File: src/common/sdt_defines.svh
// Register indices, field positions and reset values of the test register block.
// Assumes byte addresses are four times the index, one register per aligned word.
`ifndef SDT_DEFINES_SVH
`define SDT_DEFINES_SVH
`define SDT_IDX_STAT2 8'h16
`define SDT_IDX_C3 8'h17
`define SDT_IDX_C4 8'h18
`define SDT_IDX_C5 8'h19
`define SDT_IDX_C6 8'h1A
`define SDT_IDX_C7 8'h1B
`define SDT_IDX_OLAT 8'h30
`define SDT_IDX_ILAT 8'h31
`define SDT_IDX_NADR 8'h32
`define SDT_IDX_BCNT 8'h33
`define SDT_C4_GTRI 6
`define SDT_C4_STRI 5
`define SDT_C4_LOOP 4
`define SDT_C4_SFWE 3
`define SDT_C4_LANE_EN 2
`define SDT_C4_MASK 8'h7F
`define SDT_C5_ASTEP 7
`define SDT_C5_CSTEP 6
`define SDT_C5_OCLR 5
`define SDT_C5_FORCE_POLARITY_MASTER 4
`define SDT_C5_DIR 3
`define SDT_C5_EOP 2
`define SDT_C5_REQ 1
`define SDT_C5_ACK 0
`define SDT_C7_DFP 3
`define SDT_C7_EVP 2
`define SDT_C7_HINT 1
`define SDT_C7_MASK 8'h0E
`define SDT_RST8 8'h00
`endif

File: src/common/sdt_pkg.sv
// Types shared by the test register block.
// Assumes the defines header is compiled alongside.
package sdt_pkg;
  typedef struct packed {
    logic req;
    logic ack_n;
    logic eop;
    logic dir;
  } sdt_hs_s;
  typedef struct packed {
    logic par;
    logic [7:0] data;
  } sdt_ent_s;
endpackage

File: src/logic/sdt_test_regs.sv
// Diagnostic test registers of the SCSI/DMA core pair, an AHB-Lite slave.
// Assumes one clock, core-side inputs on that clock and SCSI pins from outside it.
// Behaviour
// Status bit mirrors internal request line.
// Status bit mirrors active-low acknowledge line.
// FIFO read pops byte, latches parity.
// Empty FIFO read raises gross error.
// Global tristate floats outputs and read data.
// SCSI tristate floats pins, directions low.
// Loopback routes output latch into input.
// Output latch write pushes FIFO with parity.
// Lane field gates DMA FIFO access.
// Address step increments pointer once, clears.
// Count step decrements counter once, clears.
// Offset clear self-clears, set on error.
// Master bit sets force polarity.
// Direction force drives write direction.
// End force pulses, then self-clears.
// Request force clears once request asserted.
// Acknowledge force clears once acknowledge asserted.
// Lane writes push top, reads pop bottom.
// Lane write stores parity source bit.
// Even mode inverts parity both ways.
// Hint bit drives data/code low on fetch.
// Data/code high on every data move.
// Reserved bits read zero, ignore writes.
//
// The implementer's own choice: the AHB-Lite register port.
`include "sdt_defines.svh"
`timescale 1ns/1ps
`default_nettype none

module sdt_test_regs
  import sdt_pkg::*;
#(
  parameter int SF_DEPTH = 8,
  parameter int DF_DEPTH = 8
) (
  input wire logic clk,
  input wire logic nrst,
  input wire logic hsel,
  input wire logic [31:0] haddr,
  input wire logic [1:0] htrans,
  input wire logic hwrite,
  input wire logic [2:0] hsize,
  input wire logic [31:0] hwdata,
  input wire logic hready,
  output logic hreadyout,
  output logic hresp,
  output logic [31:0] hrdata,
  input wire sdt_hs_s core_hs_in,
  output var sdt_hs_s core_hs,
  input wire logic [8:0] scsi_pin_in,
  input wire logic scsi_latch_strobe,
  input wire logic scsi_drive_req,
  input wire logic [11:0] scsi_dir_req,
  input wire logic scsi_even_parity_assert,
  input wire logic host_parity_in,
  input wire logic host_bus_wide,
  input wire logic host_drive_req,
  input wire logic instr_fetch,
  output logic [8:0] scsi_pin_out,
  output logic scsi_pin_oe,
  output logic [11:0] scsi_dir,
  output logic host_parity_out,
  output logic host_par_to_scsi,
  output logic host_drive_oe,
  output logic instr_cache_hint_n,
  output logic loopback_enable,
  output logic scsi_gross_error,
  output logic offset_counter_clear
);
  localparam int SFW = $clog2(SF_DEPTH);
  localparam int DFW = $clog2(DF_DEPTH);

  // The pointers wrap naturally, so only powers of two are served.
  initial begin
    if (SF_DEPTH < 2 || (1 << SFW) != SF_DEPTH || DF_DEPTH < 2 || (1 << DFW) != DF_DEPTH) begin
      $error("sdt_test_regs: FIFO depths must be powers of two of at least two");
    end
  end

  // Odd parity unless the even request is given.
  function automatic logic par_of(input logic [7:0] d, input logic even);
    par_of = (^d) ^ ~even;
  endfunction

  // Pointer step: up to the next bus-width boundary.
  function automatic logic [2:0] inc_amt(input logic [1:0] a, input logic wide);
    inc_amt = wide ? (3'h4 - {1'b0, a}) : (a[0] ? 3'h1 : 3'h2);
  endfunction

  // Counter step: one bus width, never past zero.
  function automatic logic [2:0] dec_amt(input logic [23:0] c, input logic wide);
    logic [2:0] lim;
    lim = wide ? 3'h4 : 3'h2;
    dec_amt = (c < {21'h0, lim}) ? c[2:0] : lim;
  endfunction

  logic [7:0] c4_r, c5_r, c7_r, c5_nxt;
  logic sfp_r, dfp_r;
  sdt_hs_s hs_r, hs_nxt;
  logic [31:0] nadr_r, hrdata_r;
  logic [23:0] bcnt_r;
  sdt_ent_s olat_r, ilat_r;
  logic wr_pend_r;
  logic [7:0] wr_idx_r;
  logic [8:0] s1_r, s2_r, s3_r, pin_r;
  logic [8:0] pout_r;
  logic poe_r, hpar_r, hpar_scsi_r, hoe_r, hint_n_r, gross_r, oclr_r;
  logic [11:0] dir_r;
  sdt_ent_s sf_mem [SF_DEPTH];
  logic [SFW-1:0] sf_rp_r, sf_wp_r;
  logic [SFW:0] sf_cnt_r;
  sdt_ent_s df_mem [4][DF_DEPTH];
  logic [DFW-1:0] df_rp_r [4];
  logic [DFW-1:0] df_wp_r [4];
  logic [DFW:0] df_cnt_r [4];

  // Address phase decode; the slave never stalls, so every phase is one cycle.
  wire addr_ok = hsel & htrans[1] & hready;
  wire in_map = (haddr[31:10] == 22'h0);
  wire [7:0] aidx = haddr[9:2];
  wire rd_go = addr_ok & ~hwrite & in_map;
  wire wr_go = addr_ok & hwrite & in_map;
  wire [7:0] wd = hwdata[7:0];
  wire wr_c4 = wr_pend_r & (wr_idx_r == `SDT_IDX_C4);
  wire wr_c5 = wr_pend_r & (wr_idx_r == `SDT_IDX_C5);
  wire wr_c6 = wr_pend_r & (wr_idx_r == `SDT_IDX_C6);
  wire wr_c7 = wr_pend_r & (wr_idx_r == `SDT_IDX_C7);
  wire wr_olat = wr_pend_r & (wr_idx_r == `SDT_IDX_OLAT);
  wire wr_nadr = wr_pend_r & (wr_idx_r == `SDT_IDX_NADR);
  wire wr_bcnt = wr_pend_r & (wr_idx_r == `SDT_IDX_BCNT);
  wire rd_c3 = rd_go & (aidx == `SDT_IDX_C3);
  wire rd_c6 = rd_go & (aidx == `SDT_IDX_C6);

  // Control fields.
  wire gtri = c4_r[`SDT_C4_GTRI];
  wire stri = c4_r[`SDT_C4_STRI];
  wire loop = c4_r[`SDT_C4_LOOP];
  wire force_polarity_master = c5_r[`SDT_C5_FORCE_POLARITY_MASTER];
  wire lane_en = c4_r[`SDT_C4_LANE_EN];
  wire [1:0] lane = c4_r[1:0];
  wire even_parity_select = c7_r[`SDT_C7_EVP];

  // SCSI FIFO traffic; a push into a full FIFO is dropped.
  wire sf_empty = (sf_cnt_r == '0);
  wire sf_full = (sf_cnt_r == (SFW+1)'(SF_DEPTH));
  wire sf_push = wr_olat & c4_r[`SDT_C4_SFWE] & ~sf_full;
  wire sf_pop = rd_c3 & ~sf_empty;
  wire sf_under = rd_c3 & sf_empty;
  wire sdt_ent_s sf_bot = sf_mem[sf_rp_r];
  wire [7:0] olat_par_src = wd;

  // DMA FIFO lane traffic, only with the lane field enabled.
  wire df_empty = (df_cnt_r[lane] == '0);
  wire df_full = (df_cnt_r[lane] == (DFW+1)'(DF_DEPTH));
  wire df_push = wr_c6 & lane_en & ~df_full;
  wire df_pop = rd_c6 & lane_en & ~df_empty;
  wire sdt_ent_s df_bot = df_mem[lane][df_rp_r[lane]];

  // Read multiplexer; reserved bits and unmapped words read zero.
  wire [7:0] stat2 = {3'h0, sfp_r, dfp_r, 1'b0, hs_r.req, hs_r.ack_n};
  wire [31:0] rd_mux =
    (aidx == `SDT_IDX_STAT2) ? {24'h0, stat2} :
    (aidx == `SDT_IDX_C3) ? {24'h0, sf_empty ? 8'h00 : sf_bot.data} :
    (aidx == `SDT_IDX_C4) ? {24'h0, c4_r} :
    (aidx == `SDT_IDX_C5) ? {24'h0, c5_r} :
    (aidx == `SDT_IDX_C6) ? {24'h0, (lane_en & ~df_empty) ? df_bot.data : 8'h00} :
    (aidx == `SDT_IDX_C7) ? {24'h0, c7_r} :
    (aidx == `SDT_IDX_OLAT) ? {23'h0, olat_r} :
    (aidx == `SDT_IDX_ILAT) ? {23'h0, ilat_r} :
    (aidx == `SDT_IDX_NADR) ? nadr_r :
    (aidx == `SDT_IDX_BCNT) ? {8'h0, bcnt_r} : 32'h0;
  wire [31:0] hrdata_nxt = (rd_go & ~gtri) ? rd_mux : 32'h0;

  // Step amounts for the pointer and the counter.
  wire [2:0] nadr_inc = inc_amt(nadr_r[1:0], host_bus_wide);
  wire [2:0] bcnt_dec = dec_amt(bcnt_r, host_bus_wide);

  // Force bits: end, request and acknowledge self-clear in assert polarity; direction always holds, as all do in deassert polarity.
  always_comb begin
    c5_nxt = c5_r;
    c5_nxt[`SDT_C5_ASTEP] = 1'b0;
    c5_nxt[`SDT_C5_CSTEP] = 1'b0;
    c5_nxt[`SDT_C5_OCLR] = 1'b0;
    if (force_polarity_master & c5_r[`SDT_C5_EOP]) begin
      c5_nxt[`SDT_C5_EOP] = 1'b0;
    end
    if (force_polarity_master & c5_r[`SDT_C5_REQ] & hs_r.req) begin
      c5_nxt[`SDT_C5_REQ] = 1'b0;
    end
    if (force_polarity_master & c5_r[`SDT_C5_ACK] & ~hs_r.ack_n) begin
      c5_nxt[`SDT_C5_ACK] = 1'b0;
    end
    if (wr_c5) begin
      c5_nxt = wd;
    end
    if (sf_under) begin
      c5_nxt[`SDT_C5_OCLR] = 1'b1;
    end
  end

  // A set force bit overrides the core line, or the held value for direction; the master bit picks the level.
  always_comb begin
    hs_nxt.req = c5_r[`SDT_C5_REQ] ? force_polarity_master : core_hs_in.req;
    hs_nxt.ack_n = c5_r[`SDT_C5_ACK] ? ~force_polarity_master : core_hs_in.ack_n;
    hs_nxt.eop = c5_r[`SDT_C5_EOP] ? force_polarity_master : core_hs_in.eop;
    hs_nxt.dir = c5_r[`SDT_C5_DIR] ? force_polarity_master : hs_r.dir;
  end

  // Bus slave state: read data is registered in the address phase.
  always_ff @(posedge clk) begin
    if (!nrst) begin
      wr_pend_r <= 1'b0;
      wr_idx_r <= `SDT_RST8;
      hrdata_r <= 32'h0;
    end else begin
      wr_pend_r <= wr_go;
      wr_idx_r <= aidx;
      hrdata_r <= hrdata_nxt;
    end
  end

  // Control registers; reserved bits never store.
  always_ff @(posedge clk) begin
    if (!nrst) begin
      c4_r <= `SDT_RST8;
      c5_r <= `SDT_RST8;
      c7_r <= `SDT_RST8;
      hs_r <= '0;
    end else begin
      c4_r <= wr_c4 ? (wd & `SDT_C4_MASK) : c4_r;
      c7_r <= wr_c7 ? (wd & `SDT_C7_MASK) : c7_r;
      c5_r <= c5_nxt;
      hs_r <= hs_nxt;
    end
  end

  // Pointer and counter, stepped once per step request.
  always_ff @(posedge clk) begin
    if (!nrst) begin
      nadr_r <= 32'h0;
      bcnt_r <= 24'h0;
    end else begin
      if (wr_nadr) begin
        nadr_r <= hwdata;
      end else if (c5_r[`SDT_C5_ASTEP]) begin
        nadr_r <= nadr_r + {29'h0, nadr_inc};
      end
      if (wr_bcnt) begin
        bcnt_r <= hwdata[23:0];
      end else if (c5_r[`SDT_C5_CSTEP]) begin
        bcnt_r <= bcnt_r - {21'h0, bcnt_dec};
      end
    end
  end

  // SCSI FIFO storage; the parity of each popped byte is latched for status.
  always_ff @(posedge clk) begin
    if (!nrst) begin
      sf_rp_r <= '0;
      sf_wp_r <= '0;
      sf_cnt_r <= '0;
      sfp_r <= 1'b0;
    end else begin
      if (sf_push) begin
        sf_mem[sf_wp_r] <= '{par: par_of(olat_par_src, scsi_even_parity_assert), data: wd};
        sf_wp_r <= sf_wp_r + 1'b1;
      end
      if (sf_pop) begin
        sf_rp_r <= sf_rp_r + 1'b1;
        sfp_r <= sf_bot.par;
      end
      sf_cnt_r <= sf_cnt_r + (SFW+1)'(sf_push) - (SFW+1)'(sf_pop);
    end
  end

  // DMA FIFO lanes; a written byte takes the parity source bit as its parity.
  always_ff @(posedge clk) begin
    if (!nrst) begin
      for (int i = 0; i < 4; i++) begin
        df_rp_r[i] <= '0;
        df_wp_r[i] <= '0;
        df_cnt_r[i] <= '0;
      end
      dfp_r <= 1'b0;
    end else begin
      if (df_push) begin
        df_mem[lane][df_wp_r[lane]] <= '{par: c7_r[`SDT_C7_DFP], data: wd};
        df_wp_r[lane] <= df_wp_r[lane] + 1'b1;
      end
      if (df_pop) begin
        df_rp_r[lane] <= df_rp_r[lane] + 1'b1;
        dfp_r <= df_bot.par;
      end
      df_cnt_r[lane] <= df_cnt_r[lane] + (DFW+1)'(df_push) - (DFW+1)'(df_pop);
    end
  end

  // SCSI pins are asynchronous; a change counts once the later two stages agree.
  always_ff @(posedge clk) begin
    if (!nrst) begin
      s1_r <= 9'h000;
      s2_r <= 9'h000;
      s3_r <= 9'h000;
      pin_r <= 9'h000;
    end else begin
      s1_r <= scsi_pin_in;
      s2_r <= s1_r;
      s3_r <= s2_r;
      pin_r <= (s2_r == s3_r) ? s3_r : pin_r;
    end
  end

  // Output and input latches; loopback feeds the output byte straight back.
  always_ff @(posedge clk) begin
    if (!nrst) begin
      olat_r <= '0;
      ilat_r <= '0;
    end else begin
      if (wr_olat) begin
        olat_r <= '{par: par_of(wd, scsi_even_parity_assert), data: wd};
      end
      if (loop & wr_olat) begin
        ilat_r <= '{par: par_of(wd, scsi_even_parity_assert), data: wd};
      end else if (~loop & scsi_latch_strobe) begin
        ilat_r <= pin_r;
      end
    end
  end

  // Pin drivers; every one is registered so the tristate modes take effect together.
  always_ff @(posedge clk) begin
    if (!nrst) begin
      pout_r <= 9'h000;
      poe_r <= 1'b0;
      dir_r <= 12'h000;
      hpar_r <= 1'b0;
      hpar_scsi_r <= 1'b0;
      hoe_r <= 1'b0;
      hint_n_r <= 1'b1;
      gross_r <= 1'b0;
      oclr_r <= 1'b0;
    end else begin
      pout_r <= olat_r;
      poe_r <= ~gtri & ~stri & (scsi_drive_req | loop);
      dir_r <= (gtri | stri) ? 12'h000 : scsi_dir_req;
      hpar_r <= pin_r[8] ^ even_parity_select;
      hpar_scsi_r <= host_parity_in ^ even_parity_select;
      hoe_r <= ~gtri & host_drive_req;
      hint_n_r <= ~(instr_fetch & c7_r[`SDT_C7_HINT]);
      gross_r <= sf_under;
      oclr_r <= c5_r[`SDT_C5_OCLR];
    end
  end

  assign hreadyout = 1'b1;
  assign hresp = 1'b0;
  assign hrdata = hrdata_r;
  assign core_hs = hs_r;
  assign scsi_pin_out = pout_r;
  assign scsi_pin_oe = poe_r;
  assign scsi_dir = dir_r;
  assign host_parity_out = hpar_r;
  assign host_par_to_scsi = hpar_scsi_r;
  assign host_drive_oe = hoe_r;
  assign instr_cache_hint_n = hint_n_r;
  assign loopback_enable = loop;
  assign scsi_gross_error = gross_r;
  assign offset_counter_clear = oclr_r;
endmodule // sdt_test_regs

`default_nettype wire

File: config.mk
export PLATFORM = sky130hd
export DESIGN_NAME = sdt_test_regs
export DESIGN_NICKNAME = d
export VERILOG_FILES = /design/src/common/sdt_pkg.sv /design/src/logic/sdt_test_regs.sv
export VERILOG_INCLUDE_DIRS = /design/src /design/src/common
export SDC_FILE = /design/constraint.sdc
export NUM_CORES = 1
export LEC_CHECK = 0
export BUFFER_PORTS_ARGS = -buffer_cell sky130_fd_sc_hd__buf_2
export CAP_MARGIN = 10
export CORE_ASPECT_RATIO = 0.75
export CORE_UTILIZATION = 40
export DETAILED_ROUTE_END_ITERATION = 10
export GPL_TIMING_DRIVEN = 0
export SLEW_MARGIN = 25
export SYNTH_ARGS = -nofsm -noshare
export SYNTH_HDL_FRONTEND = slang
export SYNTH_SLANG_ARGS = --single-unit
File: constraint.sdc
create_clock -name clk -period 5.47 [get_ports clk]
set_input_delay 0.2735 -clock clk [delete_from_list [all_inputs] [get_ports clk]]
set_output_delay 0.2735 -clock clk [all_outputs]
set_load 0.005 [all_outputs]
Yosys cells after proc, flatten, opt, wreduce, memory -nomap -nowiden. Memory sizes are Yosys's and may differ from the RTL's. A register that Yosys moved wholly into a read port is not among the register bits. Index checks and enable logic that the tools add are counted.

Add/sub/neg operators: 11. Order comparisons: 4. Eq/ne operators: 20. Mux-type cells: 66. Bitwise gates (word level): 57. Reductions and logical operators: 20.

Operator list (count): two-way mux 32 bit (3); equality test 8 x 5 -> 1 bit, second input constant (10); two-way mux 24 bit (3); two-way mux 72 bit (1); two-way mux 9 bit (7); equality test 8 x 6 -> 1 bit, second input constant (7); two-way mux 8 bit (7); bitwise AND 1 bit (36); adder 32 x 3 -> 32 bit (1); binary-select mux 9 bit (select 3 bit) (1); demux 9 bit (select 3 bit) (1); less-than comparator 24 x 3 -> 1 bit (1); two-way mux 2 bit (12); subtractor 24 x 3 -> 24 bit (1); zero test 22 bit (1); two-way mux 1 bit (21); two-way mux 3 bit (7); NOT 1 bit (14); adder 3 x 1 -> 3 bit, second input constant (4); nonzero test 2 bit (6); OR reduction 10 bit (1); equality test 9 bit (1); OR reduction 3 bit (3); adder 4 x 1 -> 4 bit (2); 18 further kinds (27).

Register bits: 213. Memory bits (writable): 400. Input bits: 106. Output and inout bits: 67. Memories kept: 5.

Memories: df_mem (words 4, bits a word 72, rd ports 1, clocked after memory_dff 1, write ports 1, line sdt_test_regs.sv:115) `sdt_ent_s df_mem [4][DF_DEPTH];`; sf_mem (words 8, bits a word 9, rd ports 1, clocked after memory_dff 1, write ports 1, line sdt_test_regs.sv:112) `sdt_ent_s sf_mem [SF_DEPTH];`; df_cnt_r (words 4, bits a word 4, rd ports 1, clocked after memory_dff 1, write ports 4, line sdt_test_regs.sv:118) `logic [DFW:0] df_cnt_r [4];`; df_rp_r (words 4, bits a word 3, rd ports 1, clocked after memory_dff 1, write ports 4, line sdt_test_regs.sv:116) `logic [DFW-1:0] df_rp_r [4];`; df_wp_r (words 4, bits a word 3, rd ports 1, clocked after memory_dff 1, write ports 4, line sdt_test_regs.sv:117) `logic [DFW-1:0] df_wp_r [4];`.

Depth between registers and ports, before layout.
Depth after elaboration: 12. Gate-level depth with buffers: 22. Mapped depth without buffers: 16.

Worst setup path before layout. No wires, ideal clock.

Path kind: register to register. Start: register with a tool-made name. End: memory df_cnt_r[1][2] in the netlist's numbering, data pin. Arrival time: 4.183 ns. Path slack: 1.022 ns. Cell stages (with the launch flop): 21. Path buffers: 5. Period minus slack after synthesis: 4.448 ns. Path through: dfxtp_1 buf_2 clkbuf_1 clkbuf_1 buf_1 mux4_2 inv_1 ha_1 and4b_1 nor3b_1 and3b_1 buf_2 nand2_1 inv_1 ha_1 inv_1 ha_1 fa_1 xor2_1 nand2_1 nor2_1.

RTL lines (line): end, declared (sdt_test_regs.sv:118).

==> metrics.txt <==
TritonCTS Sinks=618; Mean Syn Cell Area=12.9 µm²; IO Pins=approximately 170; Synth Flop Type=edfxtp_1; slowest CP cell=mux4_2; Core Rows=roughly 80; Hold Crit Start=haddr[4]; ys async rst share=0%; initial antenna violation count=0; Starting DRT DRC Count=approximately 2,200; number of flops mapped to enable cells by yosys=400; Hold Crit Depth=3; Max Used Layer=met4; post-layout min period=approximately 5.2 ns; crit path capture type=flop; Leak Pwr=roughly 11 nW; outcome=finished, final reports clean; ANT nets after route=0; commonest non-fill, non-tap cells in the layout=edfxtp_1 (400), dfxtp_1 (217), nor2_1 (210); maximum VDD drop=between 0.2 and 0.3 mV; CP max stage delay=roughly 0.53 ns; Nets=between 2,000 and 2,500; post-CTS setup buffer count=0; first-pass GRT wire length=113,000 µm; worst path cell trace=buf_2, clkbuf_2, clkbuf_2, clkbuf_4, mux4_2, inv_1, ha_1, and4b_1, nor3b_1, and3b_1, buf_2, nand2_2, inv_1, ha_1, inv_1, ha_1, fa_1, xor2_1, nand2_1, nor2_1; Clock Latency Late Sink=0.63 ns; pin count of the biggest net entering global routing=48; Detailed Routing Iterations Pass 1=5; routability cong.=about 0.96; Tightest Hold Check Type=input pin to flop; Clk pin slew, worst setup/hold paths=~0.060 ns; Unique masters post-synth=81; Final Max Tran Viols=0; Yosys reg bits=slightly above 600; CTS buffer count=59; Routed met2 length=~33,000 µm; Synth Warn #=0; CTS Root Cell=clkbuf_16; Worst Reg-to-Reg Cells=20; Mapped Area=between 20,000 and 30,000 µm²; register area=16,400 µm²; R2R Setup Slk=between 0.2 and 0.25 ns; Final HPWL DP=approximately 54,000 µm; CTS tree=done; power per standard cell area=approximately 320 nW/µm²; via count=roughly 18,000; antenna diode count=0; fill count=about 5,700; clk_skew=roughly 0.020 ns; relative slew slack=21.1%; CP arrival=between 5 and 6 ns; synthesis-to-finish area growth=17.3%; WL met1=between 30,000 and 40,000 µm; unrepaired setup endpoints after global routing=false; share of cells above drive strength 1=roughly 16%; vias in the first global route=around 17,000; Tot GR Track Use=about a quarter; Worst Setup Start Kind=flop; Required @ worst endpoint=5.81 ns; DRC viols=0; Die Wd=about 290 µm; r2r endpoint=df_cnt_r[1][2]; Max FO, Critical Path=10; maximum clock insertion buffer count=3; Routed met3 length=around 7500 µm; Largest delay share family, worst path=buffers and inverters; htree depth=2; Via density=5.58; Overall Power=between 9 and 10 mW; Initial Utilization=between 40% and 50%; Worst Tran Pin Value=between 1 and 1.5 ns; max cap viols=0; period utilization=a little over nine tenths; area of the multi-input gates=~8600 µm²; Endpoint, Worst Hold=wr_idx_r[2]; final setup violation count=0; Setup CP Type=flop to flop; final WL=78,100 µm; placed inst area=between 20,000 and 30,000 µm²; final instance area=approximately 30,000 µm²; Final Hold Fails=0; port bufs=160; most common library cell in the layout ignoring fill and taps=edfxtp_1; CORE AREA=between 60,000 and 70,000 µm²; DIE AREA=around 65,000 µm²; synthesized instance count=around 2,000; Die Ht=roughly 220 µm; gr ovfl total=0; WL/cell=between 20 and 25 µm; Critical path buffers and inverters=8; sequential-to-total area share from yosys stat=about 64%; max frequency=approximately 0.19 GHz
## power by group
group / total [mW] / internal (mW) / leakage (nW) / switching, mW
clock: 4.11 / 2.27 / 0.917 / 1.84
sequential: 5.00 / 4.99 / 5.44 / 0.0144
combinational: 0.451 / 0.153 / 4.19 / 0.298
## through the flow
stage	setup TNS (ns)	utilization (%)	worst slack [ns]	hold WS, ns	cells
after floorplan	0	-	1.02	0.358	1987
after global placement	-165.43	43.8	-0.949	0.428	2997
after detailed placement	-164.87	43.8	-0.918	0.421	2997
after CTS	0	47.8	0.000196	0.0284	3166
after global routing	0	47.9	0.0779	0.0575	3165
final	0	47.9	0.246	0.0640	3165
## synth_stat cells (33+ instances only)
library cell    n  area (µm²)
nor2_1        220         826
mux2i_1       108        1080
nand2_1       145         544
mux4_2         54        1220
a211oi_1       64         480
a21oi_1        68         340
inv_1          43         161
o21ai_0        33         165
and2_1         71         444
xnor2_1        33         289
dfxtp_1       218        4360
clkbuf_1       85         319
xor2_1         43         377
edfxtp_1      400       12000
## worst reg2reg max path, cell delays in order (launching register included)
cell and delay, ns:
dfxtp_1 0.31, buf_2 0.24, clkbuf_2 0.39, clkbuf_2 0.37, clkbuf_4 0.37, mux4_2 0.55, inv_1 0.11, ha_1 0.17
and4b_1 0.29, nor3b_1 0.09, and3b_1 0.22, buf_2 0.20, nand2_2 0.25, inv_1 0.09, ha_1 0.28, inv_1 0.04
ha_1 0.20, fa_1 0.39, xor2_1 0.17, nand2_1 0.14, nor2_1 0.07
## routing by layer
metal	track usage, %	vias up
met4	5.43	0
met5	0	-
met1	36.7	8862
met2	33.2	804
met3	5.27	99
li1	-	7883
## how the worst max path moves through the flow
stage	start	end	slack (ns)	depth (start not counted)
2_1_floorplan	flop	df_cnt_r[1][2]	1.02	20
3_3_place_gp	flop	df_cnt_r[0][2]	-0.95	21
3_5_place_dp	flop	df_cnt_r[0][2]	-0.92	21
4_1_cts	flop	df_cnt_r[1][2]	0.0002	20
5_1_grt	flop	df_cnt_r[0][2]	0.08	20
6_report	flop	df_cnt_r[1][2]	0.25	20
## registers in the layout, indices dropped and copies added, names as in the netlist, 9 cells and up, named ones only
| register | cells |
|---|---|
| sf_mem | 72 |
| scsi_pin_out | 9 |
| bcnt_r | 24 |
| df_cnt_r | 16 |
| olat_r | 9 |
| df_rp_r | 12 |
| ilat_r | 9 |
| hrdata | 32 |
| s2_r | 9 |
| df_wp_r | 12 |
| nadr_r | 32 |
| scsi_dir | 12 |
| s1_r | 9 |
| df_mem | 288 |
| pin_r | 9 |
| s3_r | 9 |
## timing repair
| action | 4_1_cts | 5_1_grt |
|---|---|---|
| setup endpoints to repair | 317 | 28 |
| hold buffers | 59 | 0 |
| gates resized for setup | 7 | 4 |
| endpoints found under the hold margin | 73 | 0 |
## cell type report
cell class                      instances  share of cell area [%]
Tap cell                              850                    3.54
Inverter                               44                   0.550
Buffer                                114                    1.58
Clock buffer                           66                    5.01
Sequential cell                       618                    54.6
Timing Repair Buffer                  219                    4.65
Clock inverter                         45                    1.35
Multi-Input combinational cell       1209                    28.7
## cells by family after synthesis
family                   Yosys count  share of synthesized area [%]
adder cells (fa/ha/maj)           26                           1.36
AO/OA/AOI/OAI                    294                           7.69
flip-flops                       618                           64.0
other                              2                         0.0294
AND/OR/NAND/NOR                  632                           12.1
multiplexers                     178                           9.72
buffers and inverters            160                           2.49
XOR/XNOR                          76                           2.60
No activity file was read; power rests on OpenSTA's default activity.
